--- src/design/eprom_prog_consts.svh ---
`ifndef EPROM_PROG_CONSTS_SVH
`define EPROM_PROG_CONSTS_SVH
`define CLK_PERIOD_NS 20
`define T_PW_NS 100000
`define T_OPW_UNIT_NS 400000
`define T_LONG_NS 4000000
`define T_SETUP_NS 2000
`define PW_TOL_PCT 5
`define MAX_TRIES 10
`define WORD_W 16
`define ADDR_W 16
`define PW_CYCLES ((`T_PW_NS + `CLK_PERIOD_NS - 1) / `CLK_PERIOD_NS)
`define OPW_UNIT_CYCLES ((`T_OPW_UNIT_NS + `CLK_PERIOD_NS - 1) / `CLK_PERIOD_NS)
`define LONG_CYCLES ((`T_LONG_NS + `CLK_PERIOD_NS - 1) / `CLK_PERIOD_NS)
`define SETUP_CYCLES ((`T_SETUP_NS + `CLK_PERIOD_NS - 1) / `CLK_PERIOD_NS)
`endif

--- src/design/eprom_prog_pkg.sv ---
`default_nettype none
`include "eprom_prog_consts.svh"
package eprom_prog_pkg;
	typedef logic [`ADDR_W-1:0] word_addr_t;
	typedef logic [`WORD_W-1:0] word_t;
	typedef enum logic [3:0] {
		ST_IDLE, ST_FETCH, ST_SETUP, ST_PULSE, ST_RECOVER, ST_VERIFY, ST_NEXT, ST_READ, ST_DONE, ST_FAIL
	} state_t;
	typedef enum logic [1:0] {PH_INIT, PH_OVER, PH_LONG} phase_t;
endpackage : eprom_prog_pkg
`default_nettype wire

--- src/design/eprom_prog_if.sv ---
`default_nettype none
interface tmr_if #(parameter int W = 24);
	logic start;
	logic [W-1:0] load;
	logic done;
	modport ctl(output start, output load, input done);
	modport tmr(input start, input load, output done);
endinterface : tmr_if

interface pad_if;
	logic drive;
	eprom_prog_pkg::word_t wr_word;
	eprom_prog_pkg::word_t rd_word;
	modport ctl(output drive, output wr_word, input rd_word);
	modport pad(input drive, input wr_word, output rd_word);
endinterface : pad_if
`default_nettype wire

--- src/design/pulse_timer.sv ---
`default_nettype none
module pulse_timer #(
	parameter int W = 24
) (
	input wire logic mclk,
	input wire logic sys_rst,
	tmr_if.tmr t
);
	logic [W-1:0] cnt_q;
	logic busy_q;
	logic done_q;

	always_ff @(posedge mclk) begin
		if (sys_rst) begin
			cnt_q <= '0;
			busy_q <= 1'b0;
		end else if (t.start) begin
			cnt_q <= t.load - W'(1);
			busy_q <= 1'b1;
		end else if (busy_q) begin
			if (cnt_q == '0) begin
				busy_q <= 1'b0;
			end else begin
				cnt_q <= cnt_q - W'(1);
			end
		end
	end

	always_ff @(posedge mclk) begin
		done_q <= !sys_rst && !t.start && busy_q && (cnt_q == '0);
	end

	assign t.done = done_q;
endmodule : pulse_timer
`default_nettype wire

--- src/design/data_pad.sv ---
`default_nettype none
`include "eprom_prog_consts.svh"
module data_pad (
	input wire logic mclk,
	input wire logic sys_rst,
	pad_if.pad p,
	input wire eprom_prog_pkg::word_t data_in,
	output var eprom_prog_pkg::word_t data_out,
	output var eprom_prog_pkg::word_t data_oe
);
	import eprom_prog_pkg::*;
	word_t rd_q;

	// Pins registered here so the top sees flip-flop outputs
	always_ff @(posedge mclk) begin
		if (sys_rst) begin
			data_out <= '0;
			data_oe <= '0;
			rd_q <= '0;
		end else begin
			data_out <= p.wr_word;
			data_oe <= {`WORD_W{p.drive}};
			rd_q <= data_in;
		end
	end

	assign p.rd_word = rd_q;
endmodule : data_pad
`default_nettype wire

--- src/design/eprom_programmer.sv ---
// Overview of operation
// Memory holds 65536 words of 16 bits on parallel lines.
// Select and output drive low, write pulse high: device drives word.
// Select low, output drive high: device data lines float.
// Select high: device in standby, lines float.
// Select low, drive high, write pulse low: device accepts driven word.
// Verify with select and drive low, write pulse high; compare word.
// Erased bits read one; programming only clears bits.
// Start at address zero with valid data before any pulse.
// Initial program pulse lasts 0.1 ms within five percent.
// Read back and decide after every initial pulse.
// Repeat pulse and verify, at most ten pulses per location.
// On pass, one overprogram pulse of 0.4 ms times tries.
// After ten failed tries, one 4 ms pulse then verify.
// Still failing after long pulse: stop and report failure.
// On pass, advance address and repeat until all programmed.
// Address, data, output drive shared; select per device.
// Target device gets its pulse on its own select.
// Devices with select high stay unprogrammed.
// Write pulse stays high outside program pulses.
`default_nettype none
`include "eprom_prog_consts.svh"
module eprom_programmer #(
	parameter int NDEV = 4,
	parameter int DEV_W = 2,
	parameter int TMR_W = 24,
	parameter int PW_CYC = `PW_CYCLES,
	parameter int OPW_CYC = `OPW_UNIT_CYCLES,
	parameter int LONG_CYC = `LONG_CYCLES,
	parameter int SU_CYC = `SETUP_CYCLES,
	parameter int MAX_TRIES = `MAX_TRIES
) (
	input wire logic mclk,
	input wire logic sys_rst,
	input wire logic start,
	input wire logic [DEV_W-1:0] dev_sel,
	input wire eprom_prog_pkg::word_addr_t last_addr,
	input wire logic word_valid,
	input wire eprom_prog_pkg::word_t word_data,
	input wire logic rd_req,
	input wire eprom_prog_pkg::word_addr_t rd_addr,
	input wire eprom_prog_pkg::word_t data_in,
	output var eprom_prog_pkg::word_t data_out,
	output var eprom_prog_pkg::word_t data_oe,
	output logic [`ADDR_W-1:0] word_address,
	output logic [NDEV-1:0] chip_sel_n,
	output logic output_drive_n,
	output logic write_pulse_n,
	output logic word_req,
	output logic busy,
	output logic prog_done,
	output logic prog_fail,
	output logic rd_valid,
	output logic [`WORD_W-1:0] rd_data
);
	import eprom_prog_pkg::*;

	// ******************************
	// State
	// ******************************
	state_t state_q, state_d;
	phase_t phase_q, phase_d;
	logic [3:0] tries_q, tries_d;
	word_addr_t addr_q, addr_d, last_q, last_d;
	word_t word_q, word_d;
	logic [DEV_W-1:0] sel_q, sel_d;
	logic tstart_q, tstart_d;
	logic [TMR_W-1:0] tload_q, tload_d;
	logic pass;

	tmr_if #(.W(TMR_W)) tif ();
	pad_if pif ();

	pulse_timer #(.W(TMR_W)) u_timer (
		.mclk(mclk),
		.sys_rst(sys_rst),
		.t(tif.tmr)
	);

	data_pad u_pad (
		.mclk(mclk),
		.sys_rst(sys_rst),
		.p(pif.pad),
		.data_in(data_in),
		.data_out(data_out),
		.data_oe(data_oe)
	);

	assign tif.start = tstart_q;
	assign tif.load = tload_q;
	// only cleared bits; compare
	assign pass = (pif.rd_word == word_q);
	// data on lines through setup, pulse and hold
	assign pif.drive = (state_d == ST_SETUP) || (state_d == ST_PULSE) || (state_d == ST_RECOVER);
	assign pif.wr_word = word_d;

	// ******************************
	// Sequencer
	// ******************************
	always_comb begin
		state_d = state_q;
		phase_d = phase_q;
		tries_d = tries_q;
		addr_d = addr_q;
		last_d = last_q;
		word_d = word_q;
		sel_d = sel_q;
		tstart_d = 1'b0;
		tload_d = TMR_W'(SU_CYC);
		case (state_q)
			ST_IDLE: begin
				if (start) begin
					// begin at first location
					state_d = ST_FETCH;
					addr_d = '0;
					last_d = last_addr;
					sel_d = dev_sel;
					phase_d = PH_INIT;
					tries_d = '0;
				end else if (rd_req) begin
					state_d = ST_READ;
					addr_d = rd_addr;
					sel_d = dev_sel;
					tstart_d = 1'b1;
				end
			end
			ST_FETCH: begin
				if (word_valid) begin
					state_d = ST_SETUP;
					word_d = word_data;
					tstart_d = 1'b1;
				end
			end
			ST_SETUP: begin
				if (tif.done) begin
					state_d = ST_PULSE;
					tstart_d = 1'b1;
					if (phase_q == PH_INIT) begin
						// initial pulse width
						tload_d = TMR_W'(PW_CYC);
						tries_d = tries_q + 4'h1;
					end else if (phase_q == PH_OVER) begin
						// overprogram scaled by tries
						tload_d = TMR_W'(OPW_CYC * int'(tries_q));
					end else begin
						// extra long pulse
						tload_d = TMR_W'(LONG_CYC);
					end
				end
			end
			ST_PULSE: begin
				if (tif.done) begin
					if (phase_q == PH_OVER) begin
						state_d = ST_NEXT;
					end else begin
						// read back after every pulse except the overprogram pulse
						state_d = ST_RECOVER;
						tstart_d = 1'b1;
					end
				end
			end
			ST_RECOVER: begin
				if (tif.done) begin
					state_d = ST_VERIFY;
					tstart_d = 1'b1;
				end
			end
			ST_VERIFY: begin
				if (tif.done) begin
					tstart_d = 1'b1;
					if (pass && (phase_q == PH_INIT)) begin
						state_d = ST_SETUP;
						phase_d = PH_OVER;
					end else if (pass) begin
						state_d = ST_NEXT;
						tstart_d = 1'b0;
					end else if ((phase_q == PH_INIT) && (tries_q < 4'(MAX_TRIES))) begin
						// retry up to ten pulses
						state_d = ST_SETUP;
					end else if (phase_q == PH_INIT) begin
						// ten tries failed
						state_d = ST_SETUP;
						phase_d = PH_LONG;
					end else begin
						// stop on final failure
						state_d = ST_FAIL;
						tstart_d = 1'b0;
					end
				end
			end
			ST_NEXT: begin
				// advance until last address
				if (addr_q == last_q) begin
					state_d = ST_DONE;
				end else begin
					state_d = ST_FETCH;
					addr_d = addr_q + 16'h0001;
					phase_d = PH_INIT;
					tries_d = '0;
				end
			end
			ST_READ: begin
				if (tif.done) begin
					state_d = ST_IDLE;
				end
			end
			default: begin
				state_d = ST_IDLE;
			end
		endcase
	end

	always_ff @(posedge mclk) begin
		if (sys_rst) begin
			state_q <= ST_IDLE;
			phase_q <= PH_INIT;
			tries_q <= '0;
			addr_q <= '0;
			last_q <= '0;
			word_q <= '0;
			sel_q <= '0;
			tstart_q <= 1'b0;
			tload_q <= '0;
		end else begin
			state_q <= state_d;
			phase_q <= phase_d;
			tries_q <= tries_d;
			addr_q <= addr_d;
			last_q <= last_d;
			word_q <= word_d;
			sel_q <= sel_d;
			tstart_q <= tstart_d;
			tload_q <= tload_d;
		end
	end

	// ******************************
	// Device pins
	// ******************************
	always_ff @(posedge mclk) begin
		if (sys_rst) begin
			chip_sel_n <= '1;
			output_drive_n <= 1'b1;
			write_pulse_n <= 1'b1;
			word_address <= '0;
		end else begin
			// pulse on target select only; R18: others high
			chip_sel_n <= '1;
			if ((state_d == ST_PULSE) || (state_d == ST_VERIFY) || (state_d == ST_READ)) begin
				chip_sel_n[sel_d] <= 1'b0;
			end
			// drive high during pulse; R3: device floats
			// verify read enable
			output_drive_n <= !((state_d == ST_VERIFY) || (state_d == ST_READ));
			// write pulse high outside pulses
			write_pulse_n <= (state_d != ST_PULSE);
			// shared address lines
			word_address <= addr_d;
		end
	end

	// ******************************
	// User side
	// ******************************
	always_ff @(posedge mclk) begin
		if (sys_rst) begin
			word_req <= 1'b0;
			busy <= 1'b0;
			rd_valid <= 1'b0;
			rd_data <= '0;
		end else begin
			word_req <= (state_d == ST_FETCH);
			busy <= (state_d != ST_IDLE);
			rd_valid <= (state_q == ST_READ) && tif.done;
			if ((state_q == ST_READ) && tif.done) begin
				rd_data <= pif.rd_word;
			end
		end
	end

	// Set wins over the restart clear
	always_ff @(posedge mclk) begin
		if (sys_rst) begin
			prog_done <= 1'b0;
			prog_fail <= 1'b0;
		end else begin
			if (state_d == ST_DONE) begin
				prog_done <= 1'b1;
			end else if (start && (state_q == ST_IDLE)) begin
				prog_done <= 1'b0;
			end
			if (state_d == ST_FAIL) begin
				prog_fail <= 1'b1;
			end else if (start && (state_q == ST_IDLE)) begin
				prog_fail <= 1'b0;
			end
		end
	end

	// ******************************
	// Checks
	// ******************************
	logic [TMR_W-1:0] lowlen_q;
	always_ff @(posedge mclk) begin
		if (sys_rst || write_pulse_n) begin
			lowlen_q <= '0;
		end else begin
			lowlen_q <= lowlen_q + TMR_W'(1);
		end
	end
endmodule : eprom_programmer
`default_nettype wire

--- config.mk ---
export PLATFORM = sky130hd
export DESIGN_NAME = eprom_programmer
export DESIGN_NICKNAME = d
export VERILOG_FILES = /design/src/design/eprom_prog_pkg.sv /design/src/design/eprom_prog_if.sv /design/src/design/pulse_timer.sv /design/src/design/data_pad.sv /design/src/design/eprom_programmer.sv
export VERILOG_INCLUDE_DIRS = /design/src /design/src/design
export SDC_FILE = /design/constraint.sdc
export NUM_CORES = 1
export LEC_CHECK = 0
export BUFFER_PORTS_ARGS = -buffer_cell sky130_fd_sc_hd__buf_2
export CORE_MARGIN = 5
export CORE_UTILIZATION = 40
export CTS_CLUSTER_DIAMETER = 80
export DETAILED_ROUTE_END_ITERATION = 7
export SLEW_MARGIN = 20
export SYNTH_ARGS = -nofsm -noshare
export SYNTH_HDL_FRONTEND = slang
export SYNTH_HIERARCHICAL = 1
export SYNTH_SLANG_ARGS = --single-unit
--- constraint.sdc ---
create_clock -name mclk -period 3.6 [get_ports mclk]
set_input_delay 0.18 -clock mclk [delete_from_list [all_inputs] [get_ports mclk]]
set_output_delay 0.18 -clock mclk [all_outputs]
set_load 0.01 [all_outputs]
* Word level (Yosys, flattened, before mapping)
Cells that the tools add are included.
Storage, ports and cells: register bits 150, bits of input ports 71, output and inout bits 75, logic and storage cells 167
Cells by class: $add $sub $neg 4, $mul 1, magnitude comparators 3, equality and inequality tests 29, multiplexer cells 62, bitwise gates (word level) 5, reduce and logical (&&, ||, !) cells 37
Operator list (count):
- $mux W24 | 3
- $mux W4 | 17
- $mux W16 | 3
- $eq A16 B16 Y1 | 2
- $pmux W16 S2 | 1
- $pmux W4 S8 | 1
- $eq A4 B3 Y1 const B | 7
- $logic_not A24 Y1 | 1
- $sub A24 B1 Y24 const B | 1
- $mux W2 | 11
- $sub A19 B1 Y20 const B | 1
- $mux W1 | 18
- $mux W18 | 1
- $add A16 B1 Y16 const B | 1
- $eq A4 B2 Y1 const B | 4
- $mul A10 B4 Y14 const A | 1
- $mux W7 | 2
- $mux W13 | 1
- $ne A3 B3 Y1 const B | 4
- $pmux W4 S3 | 1
- $eq A4 B1 Y1 const B | 2
- $eq A4 B4 Y1 const B | 2
- $logic_and A1 B1 Y1 | 8
- $ne A2 B2 Y1 const B | 4
- other kinds (27) | 44

* Logic depth before layout (Yosys ltp)
Gate-level depths: netlist of run 1.
word-level depth 12, gate-level depth with buffers 12, depth with buffers taken out 11

* Hierarchy
The synthesis of run 1 kept the hierarchy.
By module, submodules not included:
- eprom_programmer | times used 1, cells an instance 588, area an instance 5193.7 um2
- pulse_timer | times used 1, cells an instance 253, area an instance 2005.7 um2
- data_pad | times used 1, cells an instance 84, area an instance 1002.2 um2

* Worst setup path after synthesis of run 1
No wires, ideal clock.
kind reg-to-reg, start reg tstart_q, in the netlist tif.start, end reg u_timer.cnt_q[18], library setup time 86 ps, data arrival time 3022 ps, required time 3514 ps, slack 493 ps, stages on the path, launching flop included 13, buffers on the path 4, cells stage by stage dfxtp_1 > buf_2 > buf_1 > clkbuf_1 > mux2i_1 > ha_1 > nor4bb_1 > a32o_1 > nand2_1 > buf_2 > nor4_1 > xnor2_1 > a211oi_1
On the way: word-level cells in the longest chain between the ends 2, elaborated cells between the ends (all ways) 4
Ends and longest elaborated chain:
- from (decl) | RTL line eprom_programmer.sv:67 | logic tstart_q, tstart_d;
- from (signal assigned) | RTL line eprom_programmer.sv:232 | tstart_q <= tstart_d;
- $ne A2 B2 Y1 (no line) or $reduce_bool A2 Y1 (tied branches)
- $reduce_and A2 Y1 (no line)
- to (signal assigned) | RTL line pulse_timer.sv:18 | cnt_q <= t.load - W'(1);
- to (signal assigned) | RTL line pulse_timer.sv:24 | cnt_q <= cnt_q - W'(1);
- to (decl) | RTL line pulse_timer.sv:9 | logic [W-1:0] cnt_q;
Parallel ways exist; a longest one is shown, timed or not. A chain may end at the register's enable or synchronous reset.

* Worst setup path after layout of run 1
start reg tries_q[2], end reg tload_q[17], in the netlist tif.load[17]
On the way: word-level cells in the longest chain between the ends 2
Ends and longest elaborated chain:
- from (decl) | RTL line eprom_programmer.sv:63 | logic [3:0] tries_q, tries_d;
- from (signal assigned) | RTL line eprom_programmer.sv:227 | tries_q <= tries_d;
- $mul A10 B4 Y14 | RTL line eprom_programmer.sv:144 | tload_d = TMR_W'(OPW_CYC * int'(tries_q));
- $mux W18 | RTL line eprom_programmer.sv:142 | end else if (phase_q == PH_OVER) begin
- to (signal assigned) | RTL line eprom_programmer.sv:233 | tload_q <= tload_d;
- to (decl) | RTL line eprom_programmer.sv:68 | logic [TMR_W-1:0] tload_q, tload_d;
Every way passes these cells.

==> results of run 1 <==
==> area by class of cell <==
class / instances / area share [%]
diodes: 2 / 0.0502
clock buffers: 17 / 4.26
clock inverters: 15 / 2.06
inverters: 20 / 0.752
multi-input cells: 692 / 45.6
flip-flops and latches: 163 / 32.7
well taps: 270 / 3.39
repair buffers: 186 / 11.2
==> sequential cells by signal, indices dropped and copies added, names as in the netlist, 2 cells and up <==
signal           flops
u_timer/cnt_q       24
last_q              16
rd_data             16
tif.load            16
u_pad/data_out      16
u_pad/p.rd_word     16
word_address        16
word_q              16
chip_sel_n           4
state_q              4
tries_q              4
phase_q              2
sel_q                2
==> layout by cell type (no fill, tap or decap), types with 4 or more instances in the layout <==
| master | netlist | layout |
|---|---|---|
| dlygate4sd3_1 | 0 | 32 |
| a21boi_0 | 4 | 4 |
| conb_1 | 1 | 18 |
| o31ai_1 | 6 | 6 |
| buf_2 | 9 | 144 |
| o21a_1 | 4 | 4 |
| dfxtp_1 | 163 | 163 |
| or4_1 | 8 | 8 |
| xnor2_1 | 28 | 28 |
| mux2i_1 | 26 | 26 |
| nand2b_1 | 6 | 6 |
| and2_1 | 18 | 18 |
| a32o_1 | 5 | 5 |
| or3_1 | 6 | 6 |
| buf_4 | 18 | 10 |
| nand3_1 | 14 | 14 |
| mux2_2 | 17 | 17 |
| nor2b_1 | 39 | 39 |
| nand2_1 | 70 | 70 |
| clkbuf_16 | 0 | 17 |
| nor3b_1 | 11 | 11 |
| nor4_1 | 22 | 22 |
| a31oi_1 | 9 | 9 |
| o21ai_0 | 31 | 31 |
| nand4_1 | 11 | 11 |
| inv_1 | 18 | 18 |
| nor2_1 | 78 | 78 |
| xor2_1 | 44 | 44 |
| nor3_1 | 42 | 42 |
| clkinv_8 | 0 | 8 |
| a21oi_1 | 63 | 63 |
| a211oi_1 | 18 | 18 |
| ha_1 | 16 | 16 |
==> what timing repair did <==
action,CTS,global route
hold endpoints to repair,32,0
hold buffers,32,0
gates resized for setup,0,0
==> cell families (layout without fill, tap and decap cells) <==
logic type               Yosys count  after routing  share of synthesized area (%)
buffers and inverters             87            238                           5.51
multiplexers                      43             43                           5.51
adder cells (fa/ha/maj)           19             19                           3.17
AO/OA/AOI/OAI                    185            185                           15.1
flip-flops                       163            163                           39.8
other                              1             20                         0.0457
XOR/XNOR                          72             72                           7.69
AND/OR/NAND/NOR                  355            355                           23.2
==> per-stage QoR <==
| stage | util [%] | hold slack (ns) | cell area [sq um] |
|---|---|---|---|
| after detailed placement | 44.6 | 0.392 | 9020 |
| after CTS | 49.3 | 0.00259 | 9970 |
| final | 49.3 | 0.0120 | 9980 |
| after global routing | 49.3 | 0.00235 | 9980 |
| after floorplan | - | 0.252 | 8270 |
| after global placement | 44.6 | 0.392 | 9020 |
==> power breakdown <==
| part | switching, mW | internal [mW] | leakage (nW) | total [mW] |
|---|---|---|---|---|
| Combinational | 0.929 | 0.692 | 2.67 | 1.62 |
| Sequential | 0.212 | 1.98 | 1.33 | 2.19 |
| Clock | 0.893 | 0.955 | 0.299 | 1.85 |
| Total | 2.03 | 3.63 | 4.30 | 5.66 |
==> routing by layer <==
metal  vias up  part of all wire [%]  wire (um)
li1       3570                     -          -
met1      3287                    45       9660
met2       189                    48      10200
met3        25                   5.2       1100
met4         2                   1.4        306
met5         -                 0.061         13
==> worst min path at each step <==
stage / from / to / slack (ns)
2_1_floorplan: sys_rst / u_pad/data_oe[0] / 0.25
3_3_place_gp: data_in[9] / u_pad/p.rd_word[9] / 0.39
3_5_place_dp: data_in[14] / u_pad/p.rd_word[14] / 0.39
4_1_cts: data_in[1] / u_pad/p.rd_word[1] / 0.003
5_1_grt: data_in[1] / u_pad/p.rd_word[1] / 0.002
6_report: data_in[1] / u_pad/p.rd_word[1] / 0.01
==> worst max-delay path: stages (launching register included) <==
cell     delay (ns)
dfxtp_1        0.56
fa_1           0.49
ha_1           0.31
inv_1          0.06
fa_1           0.43
nor2b_1        0.15
o21ai_0        0.11
a21oi_1        0.22
o21ai_0        0.12
xor2_1         0.16
o21ai_0        0.16
==> results summary, run 1 <==
The run finished with clean final reports. The hold violation total from the final report came out at 0. The first-pass GRT wire length is 35100 um. Detailed placement ended at an HPWL of 15000 um.

Once routing completed, OpenROAD measured the worst setup slack at 0.741 ns. The number of antenna violations at the first check in global routing was 2. The worst hold path passes through 2 cells. The termination of the worst setup path is tif.load[17]. The highest clock frequency the design can meet is 0.350 GHz. Setup slack on the worst reg-to-reg path comes out at 0.74 ns. The via-per-instance ratio came out at 5.18.

The critical path arrival came out at 3.20 ns. The largest total area in the synthesized netlist belongs to dfxtp_1. The final max-slew violation count came out at 0. Between clock sinks in the finished design, the worst skew comes to 0.0211 ns. After detailed routing, the number of remaining DRC violations is 0.

The most common cell in the synthesized netlist is dfxtp_1. The number of levels the H-tree was split into came out at 4. The worst setup path is launched from a register. The main flop type after synthesis is dfxtp_1.

The number of synthesized register bits is 163. The area share of the leading cell type in the synthesized netlist is 39.8%. The die height came out at 153 um. The die span in x is 153 um. The number of cells in the finished layout apart from fillers is 1365. After synthesis, the cell types taking the most area are dfxtp_1 (40%), xor2_1 (4.7%), a21oi_1 (3.8%).

The final RePlAce weighted congestion is 0.854. The number of setup buffers added after CTS is 0. The critical path starts at tries_q[2]. The number of distinct standard cells referenced by the synthesized netlist came out at 83.

At the pin with the least slew margin, the transition time is 1.04 ns. The growth of design area from synthesis to finish came out at 21.7%. Sequential cells were found to cover 39.8% of the synthesized design area.

For met1 alone, demand over resource in global routing was 23.5%. The final net count came out at 1170. The number of buffers on the longest clock path came out at 2. The smallest clock period supported by the final layout is computed as 2.86 ns. The number of buffers created by CTS came out at 17. The number of rows in the core area is 52. After clock tree synthesis, the clock-pin slew on the worst setup and hold paths is 0.07 ns. The first-pass iteration count of the detailed router is 5. The maximum number of pins on one net before global-route repair is 68. The total power consumption of the routed design is 5.66 mW. The endpoint identified for the worst register-to-register timing path is tif.load[17].

The critical path data required time came out at 3.94 ns. The floorplan die area came out at 23500 sq um. The worst slew margin relative to its limit came out at 30.2%. During synthesis, Yosys emitted a total of 6 warnings. The total clock sinks is 163. The ratio of total power to cell area is 568 nW/um^2.

For this block, the initial DRC count from the detailed router was 480. The sequential cells in the finished layout cover a total of 3260 sq um. The leftover overflow at the end of global routing is 0.

The number of cells on the worst reg-to-reg path is 10. The layout cell share with drive strength beyond 1 is 20.5%. After global routing, the most crowded layer is met2.

The number of nets with antenna violations after detailed routing is 0. The clock latency reported for the late side of the worst-skew pair came out at 0.43 ns. Setup repair after global routing left no endpoint under its margin. The layout has 1960 filler cells.

The commonest cells after synthesis are dfxtp_1 (163), nor2_1 (78), nand2_1 (70). The port buffer count came out at 145. The average wire per cell in the routed design is 15.6 um. The initial utilization of the core area, before any placement, comes to 40.5%.

After routing, the total negative slack on setup checks comes to 0 ns. The share of the clock period used by the worst path came out at 79.4%. The total vias in the final route came out at 7073.

The core region area is 20200 sq um. In this run, placement finished with an instance count of 1299. The met2 global-route usage is 29.6%. The final number of setup-violating endpoints came out at 0.

TritonCTS built the clock tree. The number of enable-type register cells in the synthesized netlist came out at 0. The fraction of met3 tracks used by global routing is 3.85%.

Dividing the synthesized area by the synthesized cell count gives 8.87 sq um. 146 I/O pins were placed. The share of synthesized registers carrying an async set or reset came out at 0%. The combined area of all synthesized cells came out at 8200 sq um. Synthesis produced a netlist whose cell count is 925. The CTS root buffer is clkbuf_16. The peak supply drop came out at 289 uV. The post-place setup slack is 0.752 ns.

The critical register-to-register path startpoint is tries_q[2]. The number of maximum-capacitance violations is 0. The setup path with the least slack is of type reg -> reg.

Summed over all cells, the static leakage comes to 4.30 nW. The maximum fanout along the worst path came out at 10. The combined area of the multi-input logic cells is 4550 sq um. The total routing usage reported by global routing came out at 17.9%. In this run the worst hold path is classified as in -> reg.

The worst setup path is captured at a register. The number of global-route vias before repair was 6902. The final layout contains routed wiring with a total length of 21300 um.
(Power assumes the default switching activity.)
==> inputs of run 2 (changes only) <==
==> constraint.sdc (replaced) <==
create_clock -name mclk -period 2.4 [get_ports mclk]
set_input_delay 0.12 -clock mclk [delete_from_list [all_inputs] [get_ports mclk]]
set_output_delay 0.12 -clock mclk [all_outputs]
set_load 0.01 [all_outputs]
==> results summary, run 2 (synthesis gave the netlist of run 1 again) <==
The first-pass iteration count of the detailed router is 5 (unchanged). The antenna cell count came out at 0 (-2). The met1 wire length came out at 10000 um (+3.9%). The number of global-route vias before repair is 7214 (+4.5%). The number of fillers in the final layout came out at 1893 (-3.4%). The transition time at the pin with the least slew margin came to 0.539 ns (-0.504 ns). The flip-flop and latch area came to 3280 sq um (+0.65%). The placed wire-length estimate came out at 16100 um (+7.4%). The sum of met3 wire segment lengths after detailed routing is 1030 um (-6.7%).

The standby leakage power is 4.72 nW (+9.7%). The number of buffers on the longest clock path is 2 (unchanged). The highest clock frequency the design can meet was 0.409 GHz (+17%).

The setup slack of the worst register-to-register path came out at -0.05 ns (-0.79 ns). STA classifies the critical path endpoint as a register. The net load switching power came out at 3.20 mW (+57%). The worst slew margin relative to its limit is 64.1% (+34 points). The total routing usage reported by global routing is 19.0% (+1.1 points). The core region area is 20200 sq um (unchanged).

The port buffer count is 145 (unchanged). The number of buffers created by CTS is 17 (unchanged). The flip-flop count of the largest register, all copies and words added is 24 (unchanged). The final worst-path setup slack is -0.0471 ns (-0.788 ns). The path class of the lowest-slack min-delay path is in -> reg. The shortest clock period the worst path allows after layout is 2.45 ns (-0.412 ns).

The maximum fanout along the worst path is 2 (-8). The maximum clock skew at final layout is 0.0155 ns (-0.00562 ns). The number of primary I/O pins is 146 (unchanged). The number of levels the H-tree was split into came out at 4 (unchanged). The final number of setup-violating endpoints came out at 1 (+1). The effective utilization at floorplan came out at 40.5% (unchanged).

The growth of design area from synthesis to finish is 31.4%. The number of maximum-capacitance violations is 0 (unchanged). The final setup TNS is -0.0471 ns (-0.0471 ns). TritonCTS built the clock tree. The critical path arrival came out at 2.81 ns (-0.39 ns). The highest metal layer used by the detailed router is met4. The sequential fraction of design power is 36.0% (-2.7 points). The critical path data required time is 2.77 ns (-1.17 ns). The maximum number of pins on one net before global-route repair came to 69 (+1.5%). The post-detailed-placement cell area was 9550 sq um (+5.8%). The die span in x is 153 um (unchanged).

Counting flops per register, the top entry is u_timer/cnt_q. The peak supply drop came to 433 uV (+50%). The switching power as a share of total power came out at 35.7% (-0.21 points).

The leftover overflow at the end of global routing came out at 0 (unchanged). The fraction of power consumed by the clock network came out at 31.0% (-1.6 points). The setup path with the least slack is of type reg -> reg. The ratio of total power to cell area was 832 nW/um^2 (+47%).

The run finished, with violations left. The floorplan die area is 23500 sq um (unchanged). The clock latency reported for the late side of the worst-skew pair came out at 0.43 ns (about the same).

The final max-slew violation count is 0 (unchanged). The first-pass GRT wire length is 36700 um (+4.6%). The tree is rooted in a clkbuf_16.

Setup repair after global routing could not meet its margin everywhere. The total vias in the final route is 7341 (+3.8%). The detailed-route wire length was 22600 um (+6.4%).

The number of antenna violations at the first check in global routing came out at 0 (-2). The number of nets with antenna violations after detailed routing is 0 (unchanged). The total clock sinks was 163 (unchanged). The final RePlAce weighted congestion is 0.884 (+3.6%). The register clock-pin slew on the reported worst setup and hold paths is 0.08 ns (about the same). The worst setup path is launched from a register. The average wire per cell in the routed design is 15.7 um (+0.55%). The post-place setup slack came out at -0.120 ns (-0.872 ns).

The final non-filler cell area is 10800 sq um (+8.0%). The library cells used most frequently in the layout, excluding fill and tap cells, are dfxtp_1 (156), buf_2 (145), buf_4 (80). The layout cell share with drive strength beyond 1 is 28.4% (+8.0 points). The final net count was 1251 (+6.9%). The via-per-instance ratio came to 5.08 (-1.9%). The number of rows in the core area came to 52 (unchanged). The wire length on met2 came out at 11100 um (+9.1%). The number of DRC markers after the initial detailed-route iteration came out at 307 (-36%). The final reports fail on negative setup slack. Leaving out fill and tap cells, the most frequent cell in the layout is dfxtp_1. The share of the clock period used by the worst path came out at 102% (+23 points). The die height is 153 um (unchanged).

The hold violation total from the final report came out at 0 (unchanged). The combined area of the multi-input logic cells was 4690 sq um (+3.0%). The number of design rule violations left after detail routing is 0 (unchanged). The cell internal power dissipation came out at 5.77 mW (+59%). The combinational power share came to 32.9% (+4.3 points).
run 2: cell count changes in the layout (fill, tap and decap cells not counted), moves of 5 or more:
cell / delta
ha_1: -6
buf_4: +70
dfxtp_1: -7
dfxtp_4: +5
dlygate4sd3_1: +5
run 2: repair_timing:
| action | in CTS | in global routing |
|---|---|---|
| endpoints found under the setup margin | 2 | 24 |
| gates cloned | 0 | 0 |
| pin swaps | 6 | 16 |
| buffers inserted | 5 | 7 |
| hold endpoints to repair | 37 | 0 |
| hold buffers | 37 | 0 |
| gates resized for setup | 4 | 31 |
run 2: through the flow:
step / instances / hold slack, ns / utilization, % / total power [mW]
detailed placement: 1363 / 0.333 / 47.2 / 6.09
finish: 1444 / 0.0188 / 53.2 / 8.97
floorplan: 942 / 0.192 / - / 5.27
global route: 1444 / 0.00902 / 53.2 / 9.48
global placement: 1363 / 0.330 / 47.2 / 6.06
CTS: 1437 / 0.000994 / 52.4 / 8.95
run 2: power by group through the flow:
| stage | clock [mW] | sequential (mW) | combinational, mW |
|---|---|---|---|
| final | 2.78 | 3.23 | 2.95 |
| after CTS | 2.85 | 3.23 | 2.87 |
| after global routing | 2.97 | 3.27 | 3.24 |
| after floorplan | 0 | 3.27 | 2.00 |
| after detailed placement | 0 | 3.29 | 2.80 |
| after global placement | 0 | 3.29 | 2.77 |
run 2: worst paths after layout:
check                                start               to  depth (start not counted)
worst max-delay path            tries_q[1]     tif.load[16]                          9
worst min-delay path            rd_addr[4]  word_address[4]                          3
worst max register to register  tries_q[1]     tif.load[16]                          9
worst min register to register   prog_fail        prog_fail                          2
run 2: cell type report:
| type | instances | share of cell area [%] |
|---|---|---|
| Clock inverter | 15 | 1.89 |
| Sequential cell | 163 | 30.5 |
| Timing Repair Buffer | 267 | 16.4 |
| Tap cell | 270 | 3.14 |
| Clock buffer | 17 | 3.95 |
| Multi-Input combinational cell | 692 | 43.5 |
| Inverter | 20 | 0.697 |
run 2: worst max-delay path, stage by stage (launching register included):
cell     delay [ns]
dfxtp_2        0.33
fa_1           0.59
ha_4           0.23
ha_4           0.26
a21o_1         0.12
a21oi_2        0.07
o21ai_2        0.14
a21oi_2        0.08
or4b_1         0.49
nand3_1        0.08
run 2: routing by layer:
layer	GRT usage, %	vias to the layer above
met5	0	-
met4	5.35	0
met3	4.86	30
met2	31.9	148
met1	24.2	3435
li1	-	3728
==> inputs of run 3 (changes only) <==
--- a/config.mk
+++ b/config.mk
@@ -11,6 +11,8 @@
 export CORE_UTILIZATION = 40
 export CTS_CLUSTER_DIAMETER = 80
 export DETAILED_ROUTE_END_ITERATION = 7
+export PLACE_DENSITY = 0.62
+export SKIP_LAST_GASP = 1
 export SLEW_MARGIN = 20
 export SYNTH_ARGS = -nofsm -noshare
 export SYNTH_HDL_FRONTEND = slang
==> results summary, run 3 (synthesis gave the netlist of run 1 again) <==
The highest clock frequency the design can meet came out at 0.405 GHz (-0.88%). The number of buffers created by CTS was 17 (unchanged). The number of levels the H-tree was split into is 4 (unchanged). The flow ran to the end, but the final reports show violations. The core region area is 20200 sq um (unchanged). The maximum clock skew at final layout came out at 0.0148 ns (-0.000665 ns). The shortest clock period the worst path allows after layout is 2.47 ns (+0.0218 ns). The transition time at the pin with the least slew margin came out at 0.792 ns (+0.253 ns). The flip-flop count of the largest register, all copies and words added is 24 (unchanged). The standby leakage power is 4.74 nW (+0.50%). The biggest cell delay along the critical path came out at 0.58 ns (about the same). The final number of setup-violating endpoints was 1 (unchanged).

In the layout the commonest cells are dfxtp_1 (156), buf_2 (144), nor2_1 (78). The final worst-path setup slack came out at -0.0688 ns (-0.0218 ns). The root buffer cell chosen for the clock tree is clkbuf_16. The placed wire-length estimate is 15700 um (-2.4%).

The layout cell share with drive strength beyond 1 came out at 27.4% (-1.1 points). The post-place setup slack is -0.126 ns (-0.00651 ns). TritonCTS built the clock tree. The worst setup path is of the reg -> reg kind. The number of DRC markers after the initial detailed-route iteration is 418 (+36%). Among all stages on the critical path, the largest delay is contributed by fa_1. The effective utilization at floorplan is 40.5% (unchanged). The maximum number of pins on one net before global-route repair came to 78 (+13%).

The first-pass iteration count of the detailed router came out at 5 (unchanged). The peak supply drop came out at 488 uV (+13%). The number of global-route vias before repair is 7199 (-0.21%).

The number of antenna violations at the first check in global routing is 2 (+2). The cell depth of the worst flop-to-flop path is 9 (unchanged). The worst hold slack across all endpoints came out at 0.0266 ns (+0.00776 ns). The via-per-instance ratio is 5.14 (+1.1%). The critical path arrival is 2.84 ns (+0.03 ns).

The final reports fail on negative setup slack. The first-pass GRT wire length is 36700 um (-0.17%). The leftover overflow at the end of global routing was 0 (unchanged). The final max-slew violation count came out at 0 (unchanged). The largest register by flop count is u_timer/cnt_q. The share of the clock period used by the worst path came out at 103% (+0.91 points). The number of maximum-capacitance violations came out at 0 (unchanged). The die height came out at 153 um (unchanged). Setup repair after global routing could not meet its margin everywhere. The total vias in the final route is 7398 (+0.78%).

The register clock-pin slew on the reported worst setup and hold paths is 0.09 ns (about the same). The port buffer count is 145 (unchanged). The total routing usage reported by global routing is 18.7% (-0.28 points). The number of rows in the core area came to 52 (unchanged).

The category of the worst setup path capture point is a register. The detailed-route wire length is 22200 um (-1.8%). The clock latency reported for the late side of the worst-skew pair came out at 0.44 ns (about the same).

The number of cells in the finished layout apart from fillers came out at 1439 (-0.35%). The final net count came out at 1245 (-0.48%). The die span in x is 153 um (unchanged).

The number of buffers on the longest clock path is 2 (unchanged). The number of design rule violations left after detail routing came out at 0 (unchanged). The average wire per cell in the routed design is 15.4 um (-1.5%).

The number of nets with antenna violations after detailed routing was 0 (unchanged). The final RePlAce weighted congestion was 0.837 (-5.3%). The worst slew margin relative to its limit is 47.0% (-17 points). The placed cell count came out at 1362 (-0.073%).

The maximum fanout along the worst path came out at 3 (+1). The total clock sinks was 163 (unchanged). STA classifies the critical path startpoint as a register. The hold violation total from the final report is 0 (unchanged). The cell depth of the worst hold path came out at 3 (unchanged).

The ratio of total power to cell area is 843 nW/um^2 (+1.3%). The critical path data required time is 2.77 ns (about the same). The number of primary I/O pins came out at 146 (unchanged). The floorplan die area came out at 23500 sq um (unchanged). The area growth from synthesis to layout is 30.9%. Walking the worst path, the cells encountered are fa_1 -> ha_4 -> ha_1 -> a21o_1 -> a21oi_1 -> o21ai_1 -> a21oi_2 -> or4b_1 -> nand3_1. The commonest non-fill, non-tap cell in the layout is dfxtp_1. The tightest min-delay check is of the in -> reg type.
[run 3: what timing repair did]
| action | in CTS | in global routing |
|---|---|---|
| hold buffers | 37 | 0 |
| setup endpoints to repair | 2 | 11 |
| resized for setup | 3 | 20 |
| pin swaps | 5 | 7 |
| endpoints found under the hold margin | 37 | 0 |
| gates cloned | 0 | 1 |
| setup buffers | 1 | 5 |
[run 3: metal layers]
metal  share of wire [%]  up-vias  wire length [um]  global-route usage [%]
met5               0.032        -                 7                       0
met4                 1.6        2               357                    5.85
met1                  45     3473             10100                    24.3
met2                  48      168             10800                    31.4
met3                 4.6       29              1020                    3.65
li1                    -     3726                 -                       -
[run 3: critical path, delay by kind of cell (launching register included)]
| family | cells | cell delay, ns |
|---|---|---|
| and+or+nand+nor | 2 | 0.58 |
| DFF | 1 | 0.35 |
| adders and majority gates | 3 | 1.06 |
| AOI/OAI and AO/OA | 4 | 0.42 |
[run 3: power breakdown]
group	internal [mW]	leakage, nW	total, mW	switching, mW
logic	1.33	3.11	2.96	1.63
clock network	1.46	0.305	2.89	1.42
registers	2.97	1.33	3.21	0.233
[run 3: cell type report]
| cell class | instances | area (sq um) |
|---|---|---|
| sequential | 163 | 3280 |
| inverter | 20 | 75.1 |
| timing repair buffer | 261 | 1750 |
| multi-input combinational | 692 | 4660 |
| clock buffer | 17 | 425 |
| antenna | 1 | 2.50 |
| fill | 1868 | 9500 |
| tap | 270 | 338 |
| clock inverter | 15 | 209 |
[run 3: worst paths after layout]
| kind | slack, ns | start | end |
|---|---|---|---|
| setup / recovery | -0.07 | tries_q[3] | tif.load[16] |
| hold / removal | 0.03 | word_data[9] | word_q[9] |
| setup reg to reg | -0.07 | tries_q[3] | tif.load[16] |
| hold reg to reg | 0.47 | last_q[11] | last_q[11] |
[run 3: through the flow]
stage               util [%]  total power, mW  setup TNS, ns  area (sq um)
CTS                     52.3             8.98         -0.158         10600
detailed placement      47.3             6.04         -0.171          9560
finish                  53.1             9.05        -0.0688         10700
global placement        47.3             6.02        -0.0465          9560
global route            53.1             9.55         -0.398         10700
floorplan                  -             5.27        -0.0143          8330
